$ cat src/isw_defs.svh
// register offsets, field positions, reset values and counts
// assumes inclusion by bare name from the main block and the bench
`ifndef ISW_DEFS_SVH
`define ISW_DEFS_SVH
// ====================
// register offsets (9-bit file address)
`define ISW_ADDR_TIMER0 9'h001
`define ISW_ADDR_STATUS 9'h003
`define ISW_ADDR_IRQCTL 9'h00B
`define ISW_ADDR_OPTION 9'h081
`define ISW_ADDR_OPTION_HI 9'h181
// ====================
// interrupt control fields
`define ISW_IRQ_PORT_CHG_FLAG 0
`define ISW_IRQ_EXT_FLAG 1
`define ISW_IRQ_T0_FLAG 2
`define ISW_IRQ_PORT_CHG_EN 3
`define ISW_IRQ_EXT_EN 4
`define ISW_IRQ_T0_EN 5
`define ISW_IRQ_PERIPH_EN 6
`define ISW_IRQ_GLOBAL_EN 7
// ====================
// option fields
`define ISW_OPT_RATIO_LSB 0
`define ISW_OPT_ASSIGN 3
`define ISW_OPT_T0_EDGE 4
`define ISW_OPT_T0_SRC 5
`define ISW_OPT_EXT_EDGE 6
// ====================
// status and config fields
`define ISW_STAT_PD 3
`define ISW_STAT_TO 4
`define ISW_CFG_WDT_EN 2
// ====================
// reset values and constants
`define ISW_RST_OPTION 8'hFF
`define ISW_RST_IRQCTL 8'h00
`define ISW_RST_TIMER0 8'h00
`define ISW_IRQ_VECTOR 13'h0004
`define ISW_WDT_BASE_TICKS 256
`endif

$ cat src/isw_pkg.sv
// types shared by the interrupt, sleep and watchdog block
// assumes nothing beyond a SystemVerilog compiler
package isw_pkg;
  // core run state
  typedef enum logic [0:0] {
    isw_st_run = 1'b0,
    isw_st_sleep = 1'b1
  } isw_state_e;
  typedef logic [7:0] isw_byte_t;
  typedef logic [12:0] isw_pc_t;
endpackage

$ cat src/isw_irq_sleep_wdt.sv
// interrupt, sleep and watchdog control for a small core
// assumes one instruction clock, pins arriving asynchronously
//
// Overview of operation
// ext pin edge per select sets flag
// ext pin wakes only if enabled
// timer wrap FF to 00 sets flag
// upper port pin change sets flag
// interrupt entry saves only return address
// watchdog counts own oscillator, also asleep
// awake time-out gives watchdog device reset
// asleep time-out wakes, execution continues
// any time-out clears time-out flag
// config bit clear disables watchdog forever
// one scaler shared, chosen by assign bit
// clear or sleep resets watchdog and scaler (the scaler only when it is assigned to the watchdog)
// clear zeroes scaler, keeps assignment
// sleep clears watchdog, pd, sets to
// pins hold drive state while asleep
// reset pin resets, others wake
// pd set at power-up, cleared by sleep
// only listed peripherals may wake
// wake needs source enable, not global
// wake runs next instruction, then vectors
// prefetched instruction runs first on wake
// flags set regardless of enables
// taking interrupt clears global, pushes, vectors
// return pops and sets global enable
// flags sticky; request when flag and enables
//
// The address-and-strobe port is this design's own decision.
`timescale 1ns/1ps
`default_nettype none
`include "isw_defs.svh"
module isw_irq_sleep_wdt
  import isw_pkg::*;
#(
  parameter int WDT_BASE_TICKS = `ISW_WDT_BASE_TICKS
) (
  input wire logic clk,
  input wire logic rstn,
  input wire logic [8:0] reg_addr,
  input wire logic [7:0] reg_wdata,
  input wire logic reg_wr,
  input wire logic reg_rd,
  output logic [7:0] reg_rdata,
  input wire logic [7:0] config_word,
  input wire logic wdt_osc_in,
  input wire logic timer_zero_pin,
  input wire logic [7:0] second_port_in,
  input wire logic [7:0] port_drive_d,
  input wire logic [7:0] port_oe_d,
  output logic [7:0] second_port_out,
  output logic [7:0] second_port_oe,
  input wire logic periph_irq_req,
  input wire logic periph_wake_req,
  input wire logic sleep_instr,
  input wire logic watchdog_clear_instr,
  input wire logic return_from_irq_instr,
  input wire logic instr_boundary,
  input wire logic [12:0] core_pc,
  output logic osc_driver_off,
  output logic device_reset,
  output logic stack_push,
  output logic [12:0] stack_push_data,
  output logic stack_pop,
  output logic pc_load,
  output logic [12:0] pc_load_addr
);
  // ====================
  // elaboration checks
  if (WDT_BASE_TICKS < 2 || WDT_BASE_TICKS > 65536) begin : g_chk
    $error("WDT_BASE_TICKS out of range");
  end

  localparam logic [15:0] BASE_LAST = 16'(WDT_BASE_TICKS - 1);

  // ====================
  // pin synchronisers
  logic [17:0] sync_a; // first stage, read only by sync_b
  logic [17:0] sync_b; // second stage
  logic [17:0] sync_c; // previous synced value for edges

  always_ff @(posedge clk) begin
    if (!rstn) begin
      sync_a <= 18'h00000;
      sync_b <= 18'h00000;
      sync_c <= 18'h00000;
    end else begin
      sync_a <= {config_word, wdt_osc_in, timer_zero_pin, second_port_in};
      sync_b <= sync_a;
      sync_c <= sync_b;
    end
  end

  logic [7:0] cfg_s; // synced config word
  logic [7:0] port_s; // synced port inputs
  logic [7:0] port_d; // port inputs one cycle older
  assign cfg_s = sync_b[17:10];
  assign port_s = sync_b[7:0];
  assign port_d = sync_c[7:0];

  // ====================
  // registers and state
  isw_state_e state; // run or asleep
  isw_state_e next_state; // next run state
  isw_byte_t option; // timer and scaler config
  isw_byte_t irqctl; // interrupt flags and enables
  isw_byte_t timer0; // timer zero counter
  logic to_n; // time-out flag, low active
  logic pd_n; // power-down flag, low active
  logic [15:0] wdt_base; // watchdog base counter
  logic scaler_tick; // scaler output pulse

  logic run; // core is awake
  logic wdt_en; // watchdog enabled by config
  logic assign_wdt; // scaler belongs to watchdog
  logic osc_rise; // watchdog oscillator edge
  logic base_wrap; // base counter period end
  logic t0_raw; // undivided timer source pulse
  logic t0_inc; // timer increment
  logic t0_wr; // bus writes timer
  logic t0_ovf; // timer wraps
  logic wdt_timeout; // watchdog period over
  logic wdt_rst; // time-out while awake
  logic ext_evt; // valid ext pin edge
  logic port_evt; // upper port change
  logic irq_pend; // enabled interrupt waiting
  logic wake_req; // enabled wake source set
  logic sleep_taken; // sleep really entered
  logic wdt_clr_evt; // watchdog cleared by core
  logic take_irq; // interrupt vectored now
  logic return_from_irq_instr_evt; // return from interrupt
  logic scaler_clr; // scaler count cleared
  logic irq_wr; // bus writes irqctl
  logic opt_wr; // bus writes option

  assign run = (state == isw_st_run);
  assign wdt_en = cfg_s[`ISW_CFG_WDT_EN];
  assign assign_wdt = option[`ISW_OPT_ASSIGN];
  assign irq_wr = reg_wr && (reg_addr == `ISW_ADDR_IRQCTL);
  assign opt_wr = reg_wr && (reg_addr == `ISW_ADDR_OPTION || reg_addr == `ISW_ADDR_OPTION_HI);
  assign t0_wr = reg_wr && (reg_addr == `ISW_ADDR_TIMER0);

  // ====================
  // event decode
  // ext pin is bit 0 of the port; edge polarity from option
  assign ext_evt = option[`ISW_OPT_EXT_EDGE] ? (port_s[0] && !port_d[0]) : (!port_s[0] && port_d[0]);
  assign port_evt = (port_s[7:4] != port_d[7:4]);
  // request needs flag and enable; peripherals need their enable too
  assign irq_pend = (irqctl[`ISW_IRQ_EXT_FLAG] && irqctl[`ISW_IRQ_EXT_EN]) ||
                    (irqctl[`ISW_IRQ_T0_FLAG] && irqctl[`ISW_IRQ_T0_EN]) ||
                    (irqctl[`ISW_IRQ_PORT_CHG_FLAG] && irqctl[`ISW_IRQ_PORT_CHG_EN]) ||
                    (irqctl[`ISW_IRQ_PERIPH_EN] && periph_irq_req);
  // wake ignores the global enable and the timer zero flag
  assign wake_req = (irqctl[`ISW_IRQ_EXT_FLAG] && irqctl[`ISW_IRQ_EXT_EN]) ||
                    (irqctl[`ISW_IRQ_PORT_CHG_FLAG] && irqctl[`ISW_IRQ_PORT_CHG_EN]) ||
                    (irqctl[`ISW_IRQ_PERIPH_EN] && periph_wake_req);
  // sleep with a wake source already set completes as a no-op
  assign sleep_taken = sleep_instr && run && !wake_req;
  assign wdt_clr_evt = run && (watchdog_clear_instr || sleep_taken);
  // never vector on the sleep itself: the prefetched one runs first
  assign take_irq = instr_boundary && run && !sleep_instr && !wdt_rst &&
                    irqctl[`ISW_IRQ_GLOBAL_EN] && irq_pend;
  assign return_from_irq_instr_evt = return_from_irq_instr && run;

  // ====================
  // watchdog base count on its own oscillator
  assign osc_rise = sync_b[9] && !sync_c[9];
  assign base_wrap = wdt_en && osc_rise && (wdt_base == BASE_LAST);

  // base counter keeps running asleep, cleared by the core
  always_ff @(posedge clk) begin
    if (!rstn || !wdt_en || wdt_clr_evt) begin
      wdt_base <= 16'h0000;
    end else if (osc_rise) begin

      wdt_base <= base_wrap ? 16'h0000 : wdt_base + 16'h0001;
    end
  end

  // ====================
  // shared scaler
  assign t0_raw = option[`ISW_OPT_T0_SRC] ?
                  (option[`ISW_OPT_T0_EDGE] ? (!sync_b[8] && sync_c[8]) : (sync_b[8] && !sync_c[8])) :
                  run;
  // clear keeps the assignment bit, only the count drops
  // a watchdog reset also drops it, so a stale timer tick is not seen as a second time-out
  assign scaler_clr = (assign_wdt && wdt_clr_evt) || (!assign_wdt && t0_wr) || wdt_rst ||
                      (opt_wr && (reg_wdata[`ISW_OPT_ASSIGN] != assign_wdt));

  isw_scaler u_scaler (
    .clk(clk),
    .rstn(rstn),
    .tick_in(assign_wdt ? base_wrap : t0_raw),
    .clear(scaler_clr),
    .assign_wdt(assign_wdt),
    .ratio(option[`ISW_OPT_RATIO_LSB +: 3]),
    .tick_out(scaler_tick)
  );

  assign t0_inc = assign_wdt ? t0_raw : scaler_tick;
  assign wdt_timeout = wdt_en && !wdt_clr_evt && (assign_wdt ? scaler_tick : base_wrap);
  assign wdt_rst = wdt_timeout && run;
  assign t0_ovf = t0_inc && !t0_wr && (timer0 == 8'hFF);

  // ====================
  // timer zero counter
  always_ff @(posedge clk) begin
    if (!rstn || wdt_rst) begin
      timer0 <= `ISW_RST_TIMER0;
    end else if (t0_wr) begin
      timer0 <= reg_wdata;
    end else if (t0_inc) begin
      timer0 <= timer0 + 8'h01;
    end
  end

  // ====================
  // option register
  always_ff @(posedge clk) begin
    if (!rstn || wdt_rst) begin
      option <= `ISW_RST_OPTION;
    end else if (opt_wr) begin
      option <= reg_wdata;
    end
  end

  // ====================
  // interrupt control; hardware sets win over a bus clear
  always_ff @(posedge clk) begin
    if (!rstn || wdt_rst) begin
      irqctl <= `ISW_RST_IRQCTL;
    end else begin
      // flags stay until software writes them low
      if (irq_wr) begin
        irqctl <= reg_wdata;
      end
      // flags set whatever the enables say
      if (ext_evt) begin
        irqctl[`ISW_IRQ_EXT_FLAG] <= 1'b1;
      end
      if (t0_ovf) begin
        irqctl[`ISW_IRQ_T0_FLAG] <= 1'b1;
      end
      if (port_evt) begin
        irqctl[`ISW_IRQ_PORT_CHG_FLAG] <= 1'b1;
      end
      if (take_irq) begin
        irqctl[`ISW_IRQ_GLOBAL_EN] <= 1'b0;
      end else if (return_from_irq_instr_evt) begin
        irqctl[`ISW_IRQ_GLOBAL_EN] <= 1'b1;
      end
    end
  end

  // ====================
  // status flags
  always_ff @(posedge clk) begin
    if (!rstn) begin
      // power-up and reset pin
      to_n <= 1'b1;
      pd_n <= 1'b1;
    end else if (wdt_timeout) begin
      to_n <= 1'b0;
      if (run) begin
        pd_n <= 1'b1;
      end
    end else if (sleep_taken) begin
      to_n <= 1'b1;
      pd_n <= 1'b0;
    end
  end

  // ====================
  // run state
  always_comb begin
    next_state = state;
    unique case (state)
      isw_st_run: begin
        if (sleep_taken && !wdt_rst) begin
          next_state = isw_st_sleep;
        end
      end
      isw_st_sleep: begin
        // reset pin acts through rstn, the others wake
        if (wake_req || wdt_timeout) begin
          next_state = isw_st_run;
        end
      end
    endcase
  end

  always_ff @(posedge clk) begin
    if (!rstn) begin
      state <= isw_st_run;
      osc_driver_off <= 1'b0;
    end else begin
      state <= next_state;
      osc_driver_off <= (next_state == isw_st_sleep);
    end
  end

  // ====================
  // device reset pulse on awake time-out
  always_ff @(posedge clk) begin
    if (!rstn) begin
      device_reset <= 1'b0;
    end else begin
      device_reset <= wdt_rst;
    end
  end

  // ====================
  // pin drive latch, frozen while asleep
  always_ff @(posedge clk) begin
    if (!rstn) begin
      second_port_out <= 8'h00;
      second_port_oe <= 8'h00;
    end else if (next_state == isw_st_run && run) begin
      second_port_out <= port_drive_d;
      second_port_oe <= port_oe_d;
    end
  end

  // ====================
  // vectoring: only the return address is saved
  always_ff @(posedge clk) begin
    if (!rstn) begin
      stack_push <= 1'b0;
      stack_push_data <= 13'h0000;
      stack_pop <= 1'b0;
      pc_load <= 1'b0;
      pc_load_addr <= `ISW_IRQ_VECTOR;
    end else begin
      stack_push <= take_irq;
      pc_load <= take_irq;
      stack_pop <= return_from_irq_instr_evt && !take_irq;
      if (take_irq) begin
        stack_push_data <= core_pc;
      end
      pc_load_addr <= `ISW_IRQ_VECTOR;
    end
  end

  // ====================
  // register read port, data one cycle after strobe
  always_ff @(posedge clk) begin
    if (!rstn) begin
      reg_rdata <= 8'h00;
    end else if (reg_rd) begin
      unique case (reg_addr)
        `ISW_ADDR_TIMER0: reg_rdata <= timer0;
        `ISW_ADDR_STATUS: reg_rdata <= {3'h0, to_n, pd_n, 3'h0};
        `ISW_ADDR_IRQCTL: reg_rdata <= irqctl;
        `ISW_ADDR_OPTION, `ISW_ADDR_OPTION_HI: reg_rdata <= option;
        default: reg_rdata <= 8'h00;
      endcase
    end else begin
      reg_rdata <= 8'h00;
    end
  end
endmodule
`default_nettype wire

$ cat src/isw_scaler.sv
// shared scaler for timer zero or watchdog
// assumes tick_in and clear are one-cycle pulses on clk
`timescale 1ns/1ps
`default_nettype none
module isw_scaler (
  input wire logic clk,
  input wire logic rstn,
  input wire logic tick_in,
  input wire logic clear,
  input wire logic assign_wdt,
  input wire logic [2:0] ratio,
  output logic tick_out
);
  // ====================
  // terminal count
  // watchdog divides 1..128, timer divides 2..256
  function automatic logic [7:0] isw_limit(input logic wdt, input logic [2:0] r);
    logic [8:0] span;
    span = wdt ? (9'h001 << r) : (9'h002 << r);
    return span[7:0] - 8'h01;
  endfunction

  logic [7:0] count; // scaler count
  logic [7:0] limit; // selected terminal value
  assign limit = isw_limit(assign_wdt, ratio);

  // ====================
  // count and output pulse
  always_ff @(posedge clk) begin
    if (!rstn || clear) begin
      count <= 8'h00;
      tick_out <= 1'b0;
    end else if (tick_in) begin
      // wrap at terminal count
      if (count == limit) begin
        count <= 8'h00;
        tick_out <= 1'b1;
      end else begin
        count <= count + 8'h01;
        tick_out <= 1'b0;
      end
    end else begin
      tick_out <= 1'b0;
    end
  end
endmodule
`default_nettype wire

$ cat config.mk
export PLATFORM = sky130hd
export DESIGN_NAME = isw_irq_sleep_wdt
export DESIGN_NICKNAME = d
export VERILOG_FILES = /design/src/isw_pkg.sv /design/src/isw_irq_sleep_wdt.sv /design/src/isw_scaler.sv
export VERILOG_INCLUDE_DIRS = /design/src
export SDC_FILE = /design/constraint.sdc
export NUM_CORES = 1
export LEC_CHECK = 0
export BUFFER_PORTS_ARGS = -buffer_cell sky130_fd_sc_hd__buf_2
export CORE_UTILIZATION = 45
export CTS_CLUSTER_SIZE = 16
export DETAILED_ROUTE_END_ITERATION = 8
export GPL_TIMING_DRIVEN = 0
export PLACE_DENSITY = 0.72
export SLEW_MARGIN = 30
export SYNTH_ARGS = -nofsm -noshare
export SYNTH_HDL_FRONTEND = slang
export SYNTH_SLANG_ARGS = --single-unit
$ cat constraint.sdc
create_clock -name clk -period 2.5 [get_ports clk]
set_input_delay 0.125 -clock clk [delete_from_list [all_inputs] [get_ports clk]]
set_output_delay 0.125 -clock clk [all_outputs]
set_load 0.005 [all_outputs]
==> results_dict.tcl, run 1 <==
set metrics [dict create \
    outcome "complete, no violations" \
    cp_max_fo 10 \
    mostFrequentLayoutCells "114 x dfxtp_1, 111 x buf_2, 75 x nand2_1" \
    slew_headroom 0.547 \
    min_to "option[0]$_SDFFE_PP1P_" \
    wl_per_cell_um 14.7 \
    finalCriticalPeriod_ps 2380 \
    fp.dieH_um 109 \
    fin_crit_sh 0.953 \
    critical_path_class "reg2reg" \
    post_route_cells_drive_above_1_share 0.264 \
    ys_ff_latch 115 \
    gp_congestion 0.897 \
    cts_tree "built" \
    end_kind "flop" \
    nets 832 \
    dr.pass1.iters 8 \
    syn-cell-area_mm2 0.00517 \
    cts_buffer_depth 2 \
    start_util 0.469 \
    start_kind "flop" \
    finalPower_mw 4.69 \
    grtUsageTotal 0.232 \
    critPathTopFamily "compound AO/OA/AOI/OAI gates" \
    min_from "reg_wdata[0]" \
    grt_max_degree 17 \
    hpwl_um 8920 \
    powerDensity_mw_per_mm2 668 \
    top_regs "wdt_base x16, stack_push_data x13" \
    final_cells 905 \
    ys_types 67 \
    synth_edf_count 0 \
    cts.sinks 115 \
    rows 38 \
    cp.required_ps 2840 \
    tightest_slew_ps 678 \
    core_mm2 0.0110 \
    yosysWarningCount 0 \
    drtAntennaViolNets 0 \
    r2r_end "timer0[7]$_SDFFE_PP0P_" \
    drc 0 \
    yosys.area_share.adder 0.0145 \
    synth_compound_area_frac 0.126 \
    r2r_setup_slack_ps 120 \
    hold_path_class "in2reg" \
    syn_avg_cell_area_um2 9.01 \
    drt_iter0_markers 320 \
    wirelength_um 13300 \
    r2r_cells 9 \
    synth_area_leaders "dfxtp_1 44%, nand2_1 5.5%, mux2i_1 4.3%" \
    overflow 0 \
    leakagePower_nw 3.02 \
    placedCellCount 829 \
    grt_pass1_vias 4518 \
    r2r-start "wdt_base[0]$_SDFFE_PP0N_" \
    num_vias 4679 \
    diodes 0 \
    max_cap_violations 0 \
    synthArstFlopShare 0 \
    synth_top_family_by_area "simple AND/OR/NAND/NOR gates" \
    yosys.area_share.simple 0.242 \
    hold_path_depth 3 \
    ir_drop_mv 0.485 \
    io_pins 129 \
    fin_setup_tns_ps 0 \
    slowest_stage "dfxtp_1" \
    die-area_mm2 0.0119 \
    setup_viol 0 \
    final_common_cell "dfxtp_1" \
    synth_area_leader_cell "dfxtp_1" \
    htreeDepth 4 \
    area_growth_syn_to_layout_pct 35.9 \
    netlist_instances 574 \
    finalHoldViolations 0 \
    via_per_inst 5.17 \
    antenna_found_initial 0 \
    yosysSeqAreaShare 0.445 \
    crit_buf_inv 2 \
    skew_ps 10.6 \
    synth_ff_type "dfxtp_1" \
    path_cells "ha_1, and4b_1, and3_2, buf_6, a31o_2, a21oi_4, buf_2, o21ai_0, a21oi_2" \
    largest_reg_flops 16 \
    root_buffer "clkbuf_16" \
    synthXorXnorAreaFrac 0.0728 \
    numPortBuffers 104 \
    cts_inserted_buffers 17 \
    cts.reportedPaths.clkPinSlew_ps 50 \
    regMostFlops "wdt_base" \
    maxSlewViolCount 0 \
    synth_top_area_share 0.445 \
    clock_latency_ps 410 \
    synth_mux_area_frac 0.0426 \
    crit_arrival_ps 2720 \
    die_w_um 109 \
    grt_pass1_wl_um 21400 \
    critical_path.max_stage_delay_ps 330 \
    fmax_ghz 0.420 \
]
## layer usage
metal / routed length, µm / up-vias / global-route usage / part of all wire
met5: 0 / - / 0 / 0
met4: 206 / 0 / 0.0800 / 0.016
met3: 768 / 21 / 0.0478 / 0.058
met2: 6390 / 158 / 0.393 / 0.48
met1: 5920 / 2185 / 0.291 / 0.45
li1: - / 2315 / - / -
## through the flow
step / utilization / area [µm²] / setup WS (ps) / hold WS, ps
floorplan: - / 5220 / 117 / 248
global placement: 0.536 / 5910 / -160 / 335
detailed placement: 0.537 / 5920 / -189 / 336
CTS: 0.632 / 6980 / 42.1 / 1.19
global route: 0.637 / 7030 / -23.5 / 25.6
finish: 0.637 / 7030 / 118 / 15.3
## worst max-delay path by stage
stage | from | to | cells after the start
final | wdt_base[0]$_SDFFE_PP0N_ | timer0[7]$_SDFFE_PP0P_ | 9
after floorplan | option[0]$_SDFFE_PP1P_ | u_scaler.tick_out$_SDFF_PP0_ | 10
after global placement | option[0]$_SDFFE_PP1P_ | u_scaler.tick_out$_SDFF_PP0_ | 10
after global routing | option[0]$_SDFFE_PP1P_ | u_scaler.tick_out$_SDFF_PP0_ | 12
after detailed placement | option[0]$_SDFFE_PP1P_ | u_scaler.tick_out$_SDFF_PP0_ | 10
after CTS | option[0]$_SDFFE_PP1P_ | u_scaler.tick_out$_SDFF_PP0_ | 11
## cell families after synthesis
group           after synthesis
simple gates                243
fa+ha+maj                     6
other cells                   2
xor+xnor                     43
flops                       115
compound gates               92
mux                          22
buf+inv                      51
## where the power goes
| part | internal (mW) | total (mW) | switching [mW] | leakage, nW |
|---|---|---|---|---|
| combinational | 0.152 | 0.289 | 0.137 | 1.80 |
| clock | 1.60 | 2.51 | 0.905 | 0.282 |
| sequential | 1.87 | 1.90 | 0.0239 | 0.934 |
| total | 3.63 | 4.69 | 1.07 | 3.02 |
## repair_timing
item | CTS | global route
gates cloned | 0 | 1
hold buffers | 41 | 0
endpoints found under the setup margin | 10 | 29
buffers inserted | 1 | 2
endpoints found under the hold margin | 42 | 0
pin swaps | 3 | 3
resized for setup | 4 | 12
## synthesized netlist by cell type (3+ instances only)
master    number
buf_4         17
nand2b_1       4
ha_1           6
nor3_1         3
o21ai_0       19
and3_1         7
xor2_1        23
a211oi_1       6
nor3b_2        4
nand3_1       29
dfxtp_1      115
xnor2_1       20
inv_1          8
a22oi_1        7
nand3b_1       3
a21oi_1       21
mux2i_1       22
and2_1        28
buf_6          3
nand4_1       10
a31oi_1        4
clkbuf_1      14
o21ai_1        4
o22ai_1        3
nor2_1        57
buf_2          7
nand2_1       76
a222oi_1       4
## cell type report
cell class,count,area [µm²]
Clock inverter,14,179
Inverter,8,30.0
Clock buffer,18,439
Timing Repair Buffer,149,965
Multi-Input combinational cell,419,2680
Sequential cell,115,2300
Tap cell,140,175
Fill cell,892,4000
Buffer,42,262
## tightest hold or removal path: cells and delay by family
kind,cells,cell delay (ps)
compound gates,1,80
buf+inv,1,130
simple gates,1,60
Note: power is estimated with default switching activity, not from simulation.
==> inputs of run 2 (changes only) <==
--- a/config.mk
+++ b/config.mk
@@ -7,11 +7,14 @@
 export NUM_CORES = 1
 export LEC_CHECK = 0
 export BUFFER_PORTS_ARGS = -buffer_cell sky130_fd_sc_hd__buf_2
-export CORE_UTILIZATION = 45
+export CELL_PAD_IN_SITES_DETAIL_PLACEMENT = 1
+export CELL_PAD_IN_SITES_GLOBAL_PLACEMENT = 1
+export CORE_UTILIZATION = 36
 export CTS_CLUSTER_SIZE = 16
 export DETAILED_ROUTE_END_ITERATION = 8
 export GPL_TIMING_DRIVEN = 0
-export PLACE_DENSITY = 0.72
+export HOLD_SLACK_MARGIN = 0.05
+export PLACE_DENSITY_LB_ADDON = 0.1
 export SLEW_MARGIN = 30
 export SYNTH_ARGS = -nofsm -noshare
 export SYNTH_HDL_FRONTEND = slang
==> run 2 against run 1 <==
Sequential power hardly changed. Non-clock buffer count rose by 13. Clock power shrank 4%. Via count grew 2.4%. Largest cell class unchanged.
==> results_dict.tcl, run 2 (same netlist as run 1, synthesis figures left out) <==
set metrics [dict create \
    outcome "complete, no violations" \
    seq_power_share 0.410 \
    timing.hold.ws_ps 124 \
    antenna_found_initial 0 \
    grt_max_degree 17 \
    r2r_setup_slack_ps 120 \
    worst_path_most_repeated_cell "buf_4" \
    end_kind "flop" \
    maxSlewViolCount 0 \
    regMostFlops "wdt_base" \
    clock_latency_ps 410 \
    max_cap_violations 0 \
    cp.required_ps 2800 \
    die_w_um 122 \
    ir_drop_mv 0.496 \
    p_switching_mw 1.01 \
    setup_slack_ps 122 \
    root_buffer "clkbuf_16" \
    grtUsageTotal 0.218 \
    htreeDepth 4 \
    fin_area_mm2 0.00717 \
    cp_max_fo 6 \
    drc 0 \
    r2r_cells 11 \
    power.share.clock 0.524 \
    wirelength_um 15600 \
    die-area_mm2 0.0149 \
    fmax_ghz 0.421 \
    min_from "sleep_instr" \
    cts_tree "built" \
    r2r_end "u_scaler.count[1]$_SDFFE_PP0N_" \
    path_cells "inv_1, ha_1, buf_6, buf_4, nor2_1, a21oi_1, a311oi_2, xnor2_2, nor4_4, buf_4, o22ai_1" \
    hold_path_class "in2reg" \
    powerDensity_mw_per_mm2 645 \
    wl_per_cell_um 16.3 \
    top_regs "wdt_base x16, stack_push_data x13" \
    mostFrequentLayoutCells "114 x dfxtp_1, 110 x buf_2, 75 x nand2_1" \
    cts_inserted_buffers 17 \
    fin_setup_tns_ps 0 \
    r2r-start "option[0]$_SDFFE_PP1P_" \
    dr.pass1.iters 5 \
    leakagePower_nw 3.07 \
    via_per_inst 5.00 \
    area_growth_syn_to_layout_pct 38.5 \
    crit_arrival_ps 2670 \
    critical_path_class "reg2reg" \
    cts.sinks 115 \
    gp_congestion 0.876 \
    hpwl_um 10800 \
    drt_iter0_markers 231 \
    drtAntennaViolNets 0 \
    slowest_stage "dfxtp_2" \
    cts.reportedPaths.clkPinSlew_ps 60 \
    dp_slack_ps -267 \
    min_to "state$_SDFF_PN0_" \
    nets 845 \
    finalHoldViolations 0 \
    setup_viol 0 \
    numPortBuffers 104 \
    start_util 0.371 \
    final_common_cell "dfxtp_1" \
    slew_headroom 0.445 \
    crit_buf_inv 4 \
    diodes 0 \
    finalPower_mw 4.62 \
    critPathTopFamily "buffers and inverters" \
    core_mm2 0.0139 \
    internal_power_mw 3.62 \
    placed_cell_area_mm2 0.00597 \
    combPwrFrac 0.066 \
    largest_reg_flops 16 \
    post_route_cells_drive_above_1_share 0.263 \
    swShare 0.218 \
    num_vias 4791 \
    fp.dieH_um 122 \
    tightest_slew_ps 832 \
    grt_pass1_vias 4907 \
    critical_path.max_stage_delay_ps 340 \
    grt_pass1_wl_um 24600 \
    cts_buffer_depth 2 \
    io_pins 129 \
    hold_path_depth 3 \
    rows 43 \
    fin_crit_sh 0.951 \
    overflow 0 \
    skew_ps 8.12 \
    finalCriticalPeriod_ps 2380 \
    start_kind "flop" \
]
[run 2: changes by cell type in the layout (fill, tap and decap cells not counted), moves of 2 or more]
cell	before	now
clkbuf_1	12	16
dlygate4sd3_1	41	46
inv_6	3	0
clkinv_2	0	4
clkinv_4	2	0
clkinvlp_4	6	3
buf_4	18	25
[run 2: area by class of cell]
cell class	instances	area, µm²
clock inverters	10	133
repair buffers	161	1080
well taps	180	225
flip-flops and latches	115	2300
clock buffers	22	454
plain buffers	43	269
inverters	8	30.0
multi-input cells	419	2670
fillers	1644	6770
[run 2: tightest hold or removal path, delay by kind of cell]
kind	cells	cell delay, ps
simple gates	2	220
buf+inv	1	140
[run 2: through the flow]
step	utilization	cells
2_1_floorplan	-	585
3_3_place_gp	0.428	869
6_report	0.514	958
3_5_place_dp	0.428	869
4_1_cts	0.505	948
5_1_grt	0.514	958
[run 2: layer usage]
metal | wire [µm] | GRT usage | part of all wire | vias up
li1 | - | - | - | 2339
met1 | 6880 | 0.262 | 0.44 | 2311
met2 | 7690 | 0.369 | 0.49 | 123
met3 | 783 | 0.0529 | 0.050 | 18
met4 | 230 | 0.0918 | 0.015 | 0
met5 | 0 | 0 | 0 | -
[run 2: power by group through the flow]
stage / sequential [mW] / combinational, mW / clock [mW]
finish: 1.90 / 0.304 / 2.42
global route: 1.90 / 0.334 / 2.56
CTS: 1.90 / 0.297 / 2.47
detailed placement: 1.93 / 0.240 / 0
global placement: 1.93 / 0.233 / 0
floorplan: 1.93 / 0.126 / 0
[run 2: how the worst max path moves through the flow]
stage,from,to,cells past startpoint
finish,option[0]$_SDFFE_PP1P_,u_scaler.count[1]$_SDFFE_PP0N_,11
floorplan,option[0]$_SDFFE_PP1P_,u_scaler.tick_out$_SDFF_PP0_,10
global route,option[0]$_SDFFE_PP1P_,u_scaler.tick_out$_SDFF_PP0_,12
detailed placement,option[0]$_SDFFE_PP1P_,u_scaler.count[5]$_SDFFE_PP0N_,10
CTS,wdt_base[0]$_SDFFE_PP0N_,stack_push_data[7]$_SDFFE_PN0P_,9
global placement,option[0]$_SDFFE_PP1P_,u_scaler.tick_out$_SDFF_PP0_,10
[run 2: timing repair]
action	4_1_cts	5_1_grt
resized for setup	4	13
buffers inserted	1	9
pin swaps	1	5
gates cloned	0	1
hold endpoints to repair	55	0
hold buffers	46	0
endpoints found under the setup margin	19	36
